<file path="config.mk">
export PLATFORM = sky130hd
export DESIGN_NAME = triple_slave_interface
export DESIGN_NICKNAME = d
export VERILOG_FILES = /design/src/triple_slave_pkg.sv /design/src/triple_slave_interface.sv
export SDC_FILE = /design/constraint.sdc
export NUM_CORES = 1
export LEC_CHECK = 0
export BUFFER_PORTS_ARGS = -buffer_cell sky130_fd_sc_hd__buf_2
export CORE_UTILIZATION = 60
export DETAILED_ROUTE_END_ITERATION = 6
export PLACE_DENSITY_LB_ADDON = 0.12
export SYNTH_ARGS = -nofsm -noshare
export SYNTH_HDL_FRONTEND = slang
export SYNTH_SLANG_ARGS = --single-unit
export TNS_END_PERCENT = 10
</file>
<file path="constraint.sdc">
create_clock -name clock_i -period 7 [get_ports clock_i]
set_clock_uncertainty 0.2 [all_clocks]
set_input_delay 1.4 -clock clock_i [delete_from_list [all_inputs] [get_ports clock_i]]
set_output_delay 1.4 -clock clock_i [all_outputs]
set_load 0.01 [all_outputs]
</file>
<file path="src/triple_slave_pkg.sv">
package triple_slave_pkg;

    // Register byte offsets on the Avalon-MM slave.
    localparam logic [4:0] CTRL_OFS = 5'h00;
    localparam logic [4:0] SA1_OFS = 5'h04;
    localparam logic [4:0] SA2_OFS = 5'h08;
    localparam logic [4:0] SA3_OFS = 5'h0c;
    localparam logic [4:0] STAT_OFS = 5'h10;
    localparam logic [4:0] PTR_OFS = 5'h14;

    // Field positions of slave_control_one.
    localparam int CTRL_EN_BIT = 0;
    localparam int CTRL_PL_LSB = 1;
    localparam int CTRL_WP1_BIT = 3;
    localparam int CTRL_WP2_BIT = 4;
    localparam int CTRL_MASK_LSB = 5;
    localparam int CTRL_W = 11;

    // Field positions of the pointer register.
    localparam int PTR_CNT_LSB = 8;
    localparam int PTR_SEL_LSB = 16;

    // Reset values.
    localparam logic [10:0] CTRL_RST = 11'h000;
    localparam logic [7:0] SA_RST = 8'h00;
    localparam logic [5:0] FLAG_RST = 6'h00;

    // Fixed RAM placement of the three buffers.
    localparam int RAM_AW = 10;
    localparam logic [9:0] BUF1_BASE = 10'h100;
    localparam logic [9:0] BUF2_BASE = 10'h200;
    localparam logic [9:0] BUF3_BASE = 10'h300;

    // Rollover masks for pages and whole buffers.
    localparam logic [7:0] MASK_PAGE8 = 8'h07;
    localparam logic [7:0] MASK_PAGE16 = 8'h0f;
    localparam logic [7:0] MASK_BUF_BIG = 8'hff;
    localparam logic [7:0] MASK_BUF_S3 = 8'h7f;

    // Page length codes.
    localparam logic [1:0] PL_8 = 2'h0;
    localparam logic [1:0] PL_16 = 2'h1;

    // Bus timing at the fastest supported rate against the core clock.
    localparam int CLK_PERIOD_NS = 10;
    localparam int FAST_SCL_HIGH_NS = 600;
    localparam int FAST_SCL_HIGH_CYC = FAST_SCL_HIGH_NS / CLK_PERIOD_NS;
    localparam int SYNC_LAT_CYC = 3;

    typedef enum logic [2:0] {
        S_IDLE,
        S_ADDR,
        S_ACK,
        S_WRX,
        S_TX,
        S_MACK,
        S_IGNORE
    } link_state_t;

endpackage

</file>
<file path="src/triple_slave_interface.sv">
`timescale 1ns/1ps
// Operation
// - Slave only; never drives clock or conditions.
// - Works at standard and fast bus speed.
// - No clock stretching; RAM moves by DMA.
// - Three seven-bit addresses, each with enable.
// - Bytes MSB first; first byte is address.
// - Receiver acknowledges on ninth clock.
// - Buffers of 256, 256, 128 bytes, fixed.
// - Write protect only for slaves one, two.
// - Per slave read/write done flags, maskable.
// - Slaves one, two share irq; three separate.
// - Page length 8, 16 or full buffer.
// - Writes wrap within the current page.
// - Reads wrap over whole buffer.
// - Byte counter wraps at 256 always.
// - DMA request per received or sent byte.
// - Each DMA byte stalls CPU briefly.
// - DMA released between bytes.
// - Disabled interface returns pins to GPIO.
// - Unmatched address ignored until next start.
// - Protected writes acked but not stored.
// - Pointer advances after each written byte.
// - Sequential read continues while master acks.
module triple_slave_interface (
    // Clock and reset.
    input wire logic clock_i,
    input wire logic rst_i,
    // Avalon-MM register slave.
    input wire logic [4:0] address_i,
    input wire logic read_i,
    input wire logic write_i,
    input wire logic [31:0] writedata_i,
    output logic [31:0] readdata_o,
    output logic waitrequest_o,
    // Two-wire bus pins.
    input wire logic scl_i,
    input wire logic sda_i,
    output logic scl_o,
    output logic scl_oe_o,
    output logic sda_o,
    output logic sda_oe_o,
    // General-purpose port drive for the pins when disabled.
    input wire logic gpio_scl_o_i,
    input wire logic gpio_scl_oe_i,
    input wire logic gpio_sda_o_i,
    input wire logic gpio_sda_oe_i,
    // DMA port to the RAM.
    output logic dma_req_o,
    output logic dma_we_o,
    output logic [triple_slave_pkg::RAM_AW-1:0] dma_addr_o,
    output logic [7:0] dma_wdata_o,
    input wire logic [7:0] dma_rdata_i,
    // Interrupt request lines.
    output logic irq12_o,
    output logic irq3_o
);
    import triple_slave_pkg::*;

    function automatic logic [2:0] match_slave(input logic [6:0] a,
                                               input logic [7:0] s1,
                                               input logic [7:0] s2,
                                               input logic [7:0] s3);
        logic [2:0] r;
        r = 3'h0;
        if (s1[0] && s1[7:1] == a) begin
            r = 3'h4;
        end else if (s2[0] && s2[7:1] == a) begin
            r = 3'h5;
        end else if (s3[0] && s3[7:1] == a) begin
            r = 3'h6;
        end
        return r;
    endfunction

    function automatic logic [7:0] wrap_next(input logic [7:0] p,
                                             input logic [7:0] m);
        logic [7:0] inc;
        inc = 8'(p + 8'h01);
        return (p & ~m) | (inc & m);
    endfunction

    function automatic logic [7:0] buf_mask(input logic [1:0] sel);
        return (sel == 2'h2) ? MASK_BUF_S3 : MASK_BUF_BIG;
    endfunction

    // Pin synchronisers and edge finders.
    logic scl_m_q, scl_s_q, scl_p_q, sda_m_q, sda_s_q, sda_p_q;
    logic scl_rise, scl_fall, start_det, stop_det;

    always_ff @(posedge clock_i) begin
        if (rst_i) begin
            scl_m_q <= 1'b1;
            scl_s_q <= 1'b1;
            scl_p_q <= 1'b1;
            sda_m_q <= 1'b1;
            sda_s_q <= 1'b1;
            sda_p_q <= 1'b1;
        end else begin
            scl_m_q <= scl_i;
            scl_s_q <= scl_m_q;
            scl_p_q <= scl_s_q;
            sda_m_q <= sda_i;
            sda_s_q <= sda_m_q;
            sda_p_q <= sda_s_q;
        end
    end

    // Sync latency of a few cycles stays far inside a fast-mode high time.
    assign scl_rise = scl_s_q & ~scl_p_q;
    assign scl_fall = ~scl_s_q & scl_p_q;
    assign start_det = scl_s_q & scl_p_q & sda_p_q & ~sda_s_q;
    assign stop_det = scl_s_q & scl_p_q & ~sda_p_q & sda_s_q;

    // Register state.
    logic [CTRL_W-1:0] ctrl_q, ctrl_d;
    logic [7:0] sa_q [3];
    logic [7:0] sa_d [3];
    logic [5:0] flag_q, flag_d, flag_set;
    logic irq12_q, irq12_d, irq3_q, irq3_d;
    logic ack_q, ack_d;
    logic [31:0] rdata_q, rdata_d;
    logic enable, prot;
    logic [1:0] pl;

    // Link and DMA state.
    link_state_t state_q, state_d;
    logic [3:0] bit_q, bit_d;
    logic [7:0] shift_q, shift_d, txbuf_q, txbuf_d;
    logic [7:0] ptr_q, ptr_d, cnt_q, cnt_d;
    logic [1:0] sel_q, sel_d;
    logic rw_q, rw_d, first_q, first_d, drive_q, drive_d;
    logic wrote_q, wrote_d, read_q, read_d, fetch_q, fetch_d;
    logic dreq_q, dreq_d, dwe_q, dwe_d;
    logic [RAM_AW-1:0] daddr_q, daddr_d;
    logic [7:0] dwdata_q, dwdata_d;
    logic [2:0] hit;
    logic [7:0] wmask;

    assign enable = ctrl_q[CTRL_EN_BIT];
    assign pl = ctrl_q[CTRL_PL_LSB +: 2];
    // Only the two big buffers carry a protect bit.
    assign prot = (sel_q == 2'h0) ? ctrl_q[CTRL_WP1_BIT] :
                  (sel_q == 2'h1) ? ctrl_q[CTRL_WP2_BIT] : 1'b0;
    assign wmask = (pl == PL_8) ? MASK_PAGE8 :
                   (pl == PL_16) ? MASK_PAGE16 : buf_mask(sel_q);
    assign hit = match_slave(shift_q[7:1], sa_q[0], sa_q[1], sa_q[2]);

    function automatic logic [RAM_AW-1:0] ram_addr(input logic [1:0] sel,
                                                   input logic [7:0] p);
        logic [RAM_AW-1:0] a;
        a = BUF1_BASE + {2'h0, p};
        if (sel == 2'h1) begin
            a = BUF2_BASE + {2'h0, p};
        end else if (sel == 2'h2) begin
            a = BUF3_BASE + {3'h0, p[6:0]};
        end
        return a;
    endfunction

    always_comb begin
        state_d = state_q;
        bit_d = bit_q;
        shift_d = shift_q;
        txbuf_d = fetch_q ? dma_rdata_i : txbuf_q;
        ptr_d = ptr_q;
        cnt_d = cnt_q;
        sel_d = sel_q;
        rw_d = rw_q;
        first_d = first_q;
        drive_d = drive_q;
        wrote_d = wrote_q;
        read_d = read_q;
        fetch_d = 1'b0;
        dreq_d = 1'b0;
        dwe_d = 1'b0;
        daddr_d = daddr_q;
        dwdata_d = dwdata_q;
        flag_set = 6'h00;
        if (!enable) begin
            state_d = S_IDLE;
            drive_d = 1'b0;
            wrote_d = 1'b0;
            read_d = 1'b0;
        end else if (start_det || stop_det) begin
            // A restart closes the previous operation just as a stop does.
            flag_set[{sel_q, 1'b1}] = wrote_q;
            flag_set[{sel_q, 1'b0}] = read_q;
            wrote_d = 1'b0;
            read_d = 1'b0;
            drive_d = 1'b0;
            bit_d = 4'h0;
            state_d = start_det ? S_ADDR : S_IDLE;
        end else begin
            case (state_q)
                S_ADDR, S_WRX: begin
                    if (scl_rise) begin
                        shift_d = {shift_q[6:0], sda_s_q};
                        bit_d = 4'(bit_q + 4'h1);
                    end else if (scl_fall && bit_q == 4'h8) begin
                        bit_d = 4'h0;
                        drive_d = 1'b1;
                        state_d = S_ACK;
                        if (state_q == S_ADDR) begin
                            if (!hit[2]) begin
                                drive_d = 1'b0;
                                state_d = S_IGNORE;
                            end else begin
                                sel_d = hit[1:0];
                                rw_d = shift_q[0];
                                first_d = 1'b1;
                                if (shift_q[0]) begin
                                    dreq_d = 1'b1;
                                    fetch_d = 1'b1;
                                    daddr_d = ram_addr(hit[1:0], ptr_q);
                                end
                            end
                        end else if (first_q) begin
                            first_d = 1'b0;
                            ptr_d = shift_q;
                        end else begin
                            // Protected data is acked, counted and advances the pointer, but is not stored.
                            if (!prot) begin
                                dreq_d = 1'b1;
                                dwe_d = 1'b1;
                                daddr_d = ram_addr(sel_q, ptr_q);
                                dwdata_d = shift_q;
                                wrote_d = 1'b1;
                            end
                            ptr_d = wrap_next(ptr_q, wmask);
                            cnt_d = 8'(cnt_q + 8'h01);
                        end
                    end
                end
                S_ACK: begin
                    if (scl_fall) begin
                        bit_d = 4'h0;
                        drive_d = 1'b0;
                        state_d = S_WRX;
                        if (rw_q) begin
                            shift_d = txbuf_q;
                            drive_d = ~txbuf_q[7];
                            state_d = S_TX;
                        end
                    end
                end
                S_TX: begin
                    if (scl_rise) begin
                        bit_d = 4'(bit_q + 4'h1);
                    end else if (scl_fall && bit_q == 4'h8) begin
                        drive_d = 1'b0;
                        state_d = S_MACK;
                        read_d = 1'b1;
                        ptr_d = wrap_next(ptr_q, buf_mask(sel_q));
                        cnt_d = 8'(cnt_q + 8'h01);
                    end else if (scl_fall) begin
                        shift_d = {shift_q[6:0], 1'b0};
                        drive_d = ~shift_q[6];
                    end
                end
                S_MACK: begin
                    if (scl_rise) begin
                        if (sda_s_q) begin
                            state_d = S_IGNORE;
                        end else begin
                            state_d = S_ACK;
                            dreq_d = 1'b1;
                            fetch_d = 1'b1;
                            daddr_d = ram_addr(sel_q, ptr_q);
                        end
                    end
                end
                default: begin
                    drive_d = 1'b0;
                end
            endcase
        end
    end

    always_ff @(posedge clock_i) begin
        if (rst_i) begin
            state_q <= S_IDLE;
            bit_q <= 4'h0;
            shift_q <= 8'h00;
            txbuf_q <= 8'h00;
            ptr_q <= 8'h00;
            cnt_q <= 8'h00;
            sel_q <= 2'h0;
            rw_q <= 1'b0;
            first_q <= 1'b0;
            drive_q <= 1'b0;
            wrote_q <= 1'b0;
            read_q <= 1'b0;
            fetch_q <= 1'b0;
            dreq_q <= 1'b0;
            dwe_q <= 1'b0;
            daddr_q <= '0;
            dwdata_q <= 8'h00;
        end else begin
            state_q <= state_d;
            bit_q <= bit_d;
            shift_q <= shift_d;
            txbuf_q <= txbuf_d;
            ptr_q <= ptr_d;
            cnt_q <= cnt_d;
            sel_q <= sel_d;
            rw_q <= rw_d;
            first_q <= first_d;
            drive_q <= drive_d;
            wrote_q <= wrote_d;
            read_q <= read_d;
            fetch_q <= fetch_d;
            dreq_q <= dreq_d;
            dwe_q <= dwe_d;
            daddr_q <= daddr_d;
            dwdata_q <= dwdata_d;
        end
    end

    // Register bus; every access is answered on its second cycle.
    always_comb begin
        logic hit_rd;
        hit_rd = 1'b0;
        ctrl_d = ctrl_q;
        sa_d = sa_q;
        flag_d = flag_q | flag_set;
        ack_d = (read_i | write_i) & ~ack_q;
        rdata_d = rdata_q;
        if (write_i && ack_q) begin
            if (address_i == CTRL_OFS) begin
                ctrl_d = writedata_i[CTRL_W-1:0];
            end else if (address_i == SA1_OFS) begin
                sa_d[0] = writedata_i[7:0];
            end else if (address_i == SA2_OFS) begin
                sa_d[1] = writedata_i[7:0];
            end else if (address_i == SA3_OFS) begin
                sa_d[2] = writedata_i[7:0];
            end else if (address_i == STAT_OFS) begin
                // A hardware set in the same cycle wins over the clear.
                flag_d = (flag_q & ~writedata_i[5:0]) | flag_set;
            end
        end
        if (read_i && ack_d) begin
            hit_rd = 1'b1;
            rdata_d = 32'h0000_0000;
            if (address_i == CTRL_OFS) begin
                rdata_d[CTRL_W-1:0] = ctrl_q;
            end else if (address_i == SA1_OFS) begin
                rdata_d[7:0] = sa_q[0];
            end else if (address_i == SA2_OFS) begin
                rdata_d[7:0] = sa_q[1];
            end else if (address_i == SA3_OFS) begin
                rdata_d[7:0] = sa_q[2];
            end else if (address_i == STAT_OFS) begin
                rdata_d[5:0] = flag_q;
            end else if (address_i == PTR_OFS) begin
                rdata_d[7:0] = ptr_q;
                rdata_d[PTR_CNT_LSB +: 8] = cnt_q;
                rdata_d[PTR_SEL_LSB +: 2] = sel_q;
            end
        end
        irq12_d = |(flag_d[3:0] & ctrl_q[CTRL_MASK_LSB +: 4]);
        irq3_d = |(flag_d[5:4] & ctrl_q[CTRL_MASK_LSB+4 +: 2]);
        if (!hit_rd) begin
            rdata_d = rdata_q;
        end
    end

    always_ff @(posedge clock_i) begin
        if (rst_i) begin
            ctrl_q <= CTRL_RST;
            sa_q <= '{SA_RST, SA_RST, SA_RST};
            flag_q <= FLAG_RST;
            irq12_q <= 1'b0;
            irq3_q <= 1'b0;
            ack_q <= 1'b0;
            rdata_q <= 32'h0000_0000;
        end else begin
            ctrl_q <= ctrl_d;
            sa_q <= sa_d;
            flag_q <= flag_d;
            irq12_q <= irq12_d;
            irq3_q <= irq3_d;
            ack_q <= ack_d;
            rdata_q <= rdata_d;
        end
    end

    assign waitrequest_o = (read_i | write_i) & ~ack_q;
    assign readdata_o = rdata_q;
    assign irq12_o = irq12_q;
    assign irq3_o = irq3_q;
    assign dma_req_o = dreq_q;
    assign dma_we_o = dwe_q;
    assign dma_addr_o = daddr_q;
    assign dma_wdata_o = dwdata_q;
    // The clock pin is never driven while enabled; no stretching at all.
    assign scl_oe_o = enable ? 1'b0 : gpio_scl_oe_i;
    assign scl_o = enable ? 1'b0 : gpio_scl_o_i;
    assign sda_oe_o = enable ? drive_q : gpio_sda_oe_i;
    assign sda_o = enable ? 1'b0 : gpio_sda_o_i;
endmodule // triple_slave_interface

</file>
==> results.md, run 1 <==
* Grt ovf at 0
* Via count at roughly 5800
* Bufs on Longest Clock Path at 2
* M1 WL at ~7.6 mm
* Residual DRC at 0
* Net Switching at 0.3832 mW
* Number of DRC markers in iteration 0 at 443
* CTS tree: built
* Crit Path Max Fanout at 11
* Port Buffers at roughly 80
* Maximum vdd ir drop at approximately 0.18 mV
* Clock slew at reported path FFs at roughly 0.06 ns
* Drt pass-1 iters at 5
* Yosys cell types at approximately 80
* Slew Limit Fails at 0
* Fmax at approximately 270 MHz
* Dpl cell area at 7041 um2
* Slowest CP cell: nand3_1
* Logic pwr share at 0.046
* Clock power share at 0.497
* Post-Syn Area at ~6700 um2
* Critical Path RT at 7.20 ns
* Setup crit end kind: flop
* Remaining antenna violation count at 0
* Post-synthesis cell count at 749
* # diodes at 0
* Final Hold Vio Count at 0
* # rows at 38
* Worst relative slew slack at 0.3609
* WP data arrival at a little under 4 ns
* Final instance area at 7599 um2
* Fill cells at 877
* Post-synth top area share at 0.4024
* Average wire per standard cell at about 18 um
* Post-synth EDFFs at 0
* Min cycle time layout at approximately 3.6 ns
* Post-CTS Setup Inserts at 0
* Hold crit path type: reg -> reg
* Met3 WL at 1.250 mm
* Root buffer selected by CTS: clkbuf_8
* Die ar. at between 10000 and 15000 um2
* Max incr delay on CP at roughly 0.77 ns
* Global-route wire length before repair at 27.86 mm
* Post-synth top area cell: dfxtp_1
* RSZ-0062 raised after global routing: false
* CP bufs+invs at 1
* Top cells by count, synth: dfxtp_1, nor2_1, mux2i_1
* Status: finished clean
* Placer congestion estimate at 0.9057
* Synth Flop Type: dfxtp_1
* Initial Utilization at 0.6169
* Hpwl dp at 12.47 mm
* Final Power at about 1.7 mW
* Post-Route WL at 17.68 mm
* Synthesized area per cell at 8.967 um2
* Dpl ws at ~3 ns
* Largest net degree at the start of global routing at between 70 and 80
* Die Ht at 107.8 um
* Num Clock Sinks at roughly 140
* Core ar. at approximately 11000 um2
* Max Cap Violations at 0
* IO Count at approximately 110
* Worst Slack Setup Final at 3.351 ns
* Total number of yosys warnings at 0
* Critical Path Start Type: primary input
* Switch share at 0.2243
* Cell with the most instances after synthesis: dfxtp_1
* H-tree depth at 4
* Layout cell share with drive strength beyond 1 at 0.1824
* Delay-heaviest family, CP: simple AND/OR/NAND/NOR gates
* Nets at a little under 900
* Setup TNS at 0 ns
* Int Power at approximately 1.3 mW
* Initial antenna violation count at 0
* Static leakage at between 3 and 4 nW
* Top sig layer: met4
* Total track usage at 0.3178
* Slew @ Worst Pin at around 0.96 ns
* Async S/R FF share, synth at 0
* CTS Buf Count at 17
* FF+latch area at roughly 2700 um2
* CP Cell Sequence: buf_2, or3_1, nor3_2, nand3_1, mux2i_1, nor2_1
* Setup Viol. Count Final at 0
* Die W at ~110 um
* Power density over the cells at roughly 220 nW/um2
* DR vias/cell at about 6
* #FFs+latches synth at 135
* Post-CTS sizing at 0
* Routed wl met2 at ~8.4 mm
* Sequential element share of the synthesized area at 0.4024
* Reg power frac at 0.457
* Hold Buf Count CTS at 0
* Multi-input gate area at approximately 3700 um2
* Top cells by area, synth: dfxtp_1, mux2i_1, nor2_1, a21oi_1, xor2_1
* Crit share post-route at 0.5212
* Vias in the first global route at 5406
* Clock latency on the worst-skew pair at ~0.54 ns
* Critical path type: in -> reg
* Synthesis-to-layout area growth at 13.13%
[cell usage in the layout, fill, tap and decap left out, types with 8 or more instances in the layout]
cell type  netlist  routed
clkbuf_16        0      16
nand2_1         43      43
nand3_1         26      26
buf_2           13      77
dfxtp_1        135     135
inv_1           14      14
nand4_1          9       9
nor2_1         106     106
nor3_1          19      19
xor2_1          21      21
o21ai_1          8       8
a22oi_1         11      11
conb_1           1      14
a211oi_1        16      16
o21ai_0         12      12
mux2i_1         64      64
xnor2_1         10      10
a21oi_1         47      47
[logic make-up (layout without fill, tap and decap cells)]
family,Yosys count,after routing,share of synthesized area
xor+xnor,31,31,0.04042
mux,66,66,0.09873
other cells,1,14,0.0005583
simple gates,276,276,0.2163
fa+ha+maj,7,7,0.01304
buf+inv,74,129,0.05775
compound gates,159,159,0.1708
flops,135,135,0.4024
[flip-flops by register name (all words and copies together) (netlist names), 2 cells and up, named ones only]
register and flops:
dma_addr_o 10, sa_q 24, bit_q 4, flag_q 6, txbuf_q 8, ptr_q 3, state_q 3, shift_q 8
readdata_o 18, ctrl_q 11, cnt_q 8, dma_wdata_o 8, sel_q 2
[through the flow]
stage	cells	hold WS, ns	util
2_1_floorplan	762	0.1895	-
3_3_place_gp	925	0.1950	0.6466
3_5_place_dp	925	0.2021	0.6466
4_1_cts	957	0.2192	0.6979
5_1_grt	957	0.2222	0.6979
6_report	957	0.2149	0.6979
[worst reg2reg max path, stage by stage (launching register included)]
cell       delay (ns)
dfxtp_1          0.81
nand3b_1         0.14
a21oi_1          0.31
a31oi_4          0.07
a2111oi_4        0.89
nor2_1           0.12
a211oi_2         0.23
[final timing paths]
path | from | endpoint | slack [ns] | cells after the start
setup reg to reg | state_q[1]$_SDFFE_PP0P_ | shift_q[3]$_SDFFE_PP0P_ | 4.15 | 6
hold / removal | scl_m_q$_SDFF_PP1_ | scl_s_q$_SDFF_PP1_ | 0.21 | 1
setup / recovery | address_i[4] | ctrl_q[9]$_SDFFE_PP0P_ | 3.35 | 6
hold reg to reg | scl_m_q$_SDFF_PP1_ | scl_s_q$_SDFF_PP1_ | 0.21 | 1
[power by group through the flow]
stage | Sequential (mW) | Clock [mW] | Combinational, mW
6_report | 0.781 | 0.849 | 0.0788
4_1_cts | 0.780 | 0.856 | 0.0780
3_3_place_gp | 0.797 | 0 | 0.0762
2_1_floorplan | 0.797 | 0 | 0.0530
3_5_place_dp | 0.797 | 0 | 0.0776
5_1_grt | 0.781 | 0.891 | 0.0856
[per-layer routing]
metal | vias up | global-route usage
met5 | - | 0
met1 | 2785 | 0.4163
met2 | 217 | 0.5124
met4 | 0 | 0.1292
li1 | 2772 | -
met3 | 33 | 0.06053
[area by class of cell]
| cell class | count | share of cell area |
|---|---|---|
| clock buffer | 24 | 0.06060 |
| clock inverter | 8 | 0.01284 |
| inverter | 14 | 0.006916 |
| multi-input combinational | 553 | 0.4843 |
| sequential | 135 | 0.3557 |
| tap | 140 | 0.02305 |
| timing repair buffer | 83 | 0.05664 |
No activity file was read; power rests on OpenSTA's default activity.
==> run 2, diff against run 1 <==
Settings changed: CORE_UTILIZATION 60 to 57.
Clock period 7 ns to 3.63 ns, I/O delays scaled along.
==> results.md, run 2 (synthesized netlist as in run 1, its figures left out) <==
* Clock slew at reported path FFs at around 0.060 ns
* Core ar. at 11470 um2
* Commonest non-fill, non-tap cell in the layout: dfxtp_1
* H-tree depth at 4
* Setup TNS at 0 ns
* Critical Path Start Type: flop
* Grt ovf at 0
* Top reg by flops: sa_q
* Total track usage at 0.3035
* Worst Hold Depth at 1
* Clock latency on the worst-skew pair at 0.42 ns
* Hold Buf Count CTS at 0
* Synthesis-to-layout area growth at 14.74%
* Worst relative slew slack at 0.4215
* CTS Buf Count at 17
* Post-CTS Setup Inserts at 0
* Number of DRC markers in iteration 0 at approximately 420
* Placer congestion estimate at roughly 0.9
* Maximum vdd ir drop at between 0.3 and 0.4 mV
* Global-route wire length before repair at 29.15 mm
* RR Startpoint: shift_q[6]$_SDFFE_PP0P_
* # rows at 39
* Crit Path Max Fanout at 9
* Post-CTS sizing at 0
* RSZ-0062 raised after global routing: false
* Die Ht at roughly 110 um
* Slew Limit Fails at 0
* CTS tree: built
* Critical Path RT at about 3.7 ns
* IO Count at roughly 110
* Nets at roughly 870
* Hpwl dp at between 10 and 15 mm
* Hold Crit Start: scl_m_q$_SDFF_PP1_
* Status: finished clean
* Remaining antenna violation count at 0
* Power density over the cells at roughly 440 nW/um2
* Bufs on Longest Clock Path at 2
* Average wire per standard cell at ~19 um
* Setup Viol. Count Final at 0
* Max Cap Violations at 0
* Crit share post-route at 0.7610
* Die ar. at 12220 um2
* # diodes at 0
* Hold crit path type: reg -> reg
* Fmax at approximately 360 MHz
* Setup crit end kind: flop
* Largest net degree at the start of global routing at 77
* Static leakage at just over 3 nW
* Via count at 5914
* Most frequent cells in the layout: dfxtp_1, nor2_1, buf_2, mux2i_1, a21oi_1
* Final Power at 3.428 mW
* Residual DRC at 0
* DR vias/cell at around 6.1
* Port Buffers at a little under 80
* Largest register FFs at 24
* Drt pass-1 iters at 6
* Critical path type: reg -> reg
* Min cycle time layout at between 2 and 3 ns
* Vias in the first global route at approximately 5600
* Final Hold Vio Count at 0
* Fill cells at about 950
* Slew @ Worst Pin at between 0.8 and 0.9 ns
* Worst R2R End: dma_addr_o[9]$_SDFFE_PP0P_
* Hold endpoint: scl_s_q$_SDFF_PP1_
* Post-Route WL at roughly 18 mm
* Num Clock Sinks at about 140
* Initial antenna violation count at 0
* Die W at between 100 and 150 um
* Worst R2R Path Depth at 6
* Reg2reg setup slack at ~0.87 ns
* Layout cell share with drive strength beyond 1 at 0.1930
* Initial Utilization at 0.5857
* WP data arrival at between 2 and 3 ns
* Root buffer selected by CTS: clkbuf_16
-- run 2: changes by cell type in the layout (fill, tap and decap cells not counted), moves of 2 or more --
cell | before | now
clkinvlp_4 | 0 | 3
buf_4 | 6 | 13
clkinv_2 | 4 | 2
clkbuf_1 | 5 | 2
-- run 2: area by class of cell --
class                   count  area, um2  share of cell area
multi-input cells         553       3680              0.4775
flip-flops and latches    135       2703              0.3507
repair buffers             90      483.0             0.06267
clock buffers              21      460.4             0.05975
well taps                 143      178.9             0.02322
clock inverters            11      148.9             0.01932
inverters                  14      52.55            0.006819
-- run 2: how the worst max path moves through the flow --
stage          slack (ns)  cells past startpoint                     endpoint               startpoint
2_1_floorplan        1.15                      8         sa_q[0]$_SDFFE_PP0P_             address_i[4]
3_3_place_gp         0.68                      7         sa_q[7]$_SDFFE_PP0P_             address_i[4]
3_5_place_dp         0.59                      7         sa_q[1]$_SDFFE_PP0P_             address_i[4]
4_1_cts              0.92                      6   dma_addr_o[9]$_SDFFE_PP0P_  shift_q[6]$_SDFFE_PP0P_
5_1_grt              0.73                      4  dma_wdata_o[3]$_SDFFE_PP0P_  state_q[1]$_SDFFE_PP0P_
6_report             0.87                      6   dma_addr_o[9]$_SDFFE_PP0P_  shift_q[6]$_SDFFE_PP0P_
-- run 2: power breakdown --
part           internal (mW)  leakage (nW)  total, mW  switching (mW)
sequential              1.50          1.09       1.51          0.0101
combinational         0.0499          1.67      0.153           0.103
clock                   1.12         0.289       1.77           0.654
-- run 2: worst max-delay path, stage by stage, from the launching register on --
cell and delay, ns:
dfxtp_1 0.67, xor2_1 0.16, nor4_1 0.34, nand4_1 0.40, a41o_2 0.42, nor2_4 0.12, mux2_1 0.33
-- run 2: stage by stage --
step	cell area [um2]	cells	util	hold slack [ns]	setup slack [ns]
after detailed placement	7097	935	0.6189	0.1940	0.5922
after CTS	7706	967	0.6720	0.2102	0.9242
after global routing	7706	967	0.6720	0.2159	0.7312
after global placement	7097	935	0.6189	0.1932	0.6790
after floorplan	6765	762	-	0.1895	1.154
final	7706	967	0.6720	0.2043	0.8676
-- run 2: layer usage --
layer	vias up	track usage	wire [um]
met3	39	0.05763	1266
li1	2791	-	-
met4	0	0.1369	459
met5	-	0	0
met2	262	0.4824	8572
met1	2822	0.4001	7973
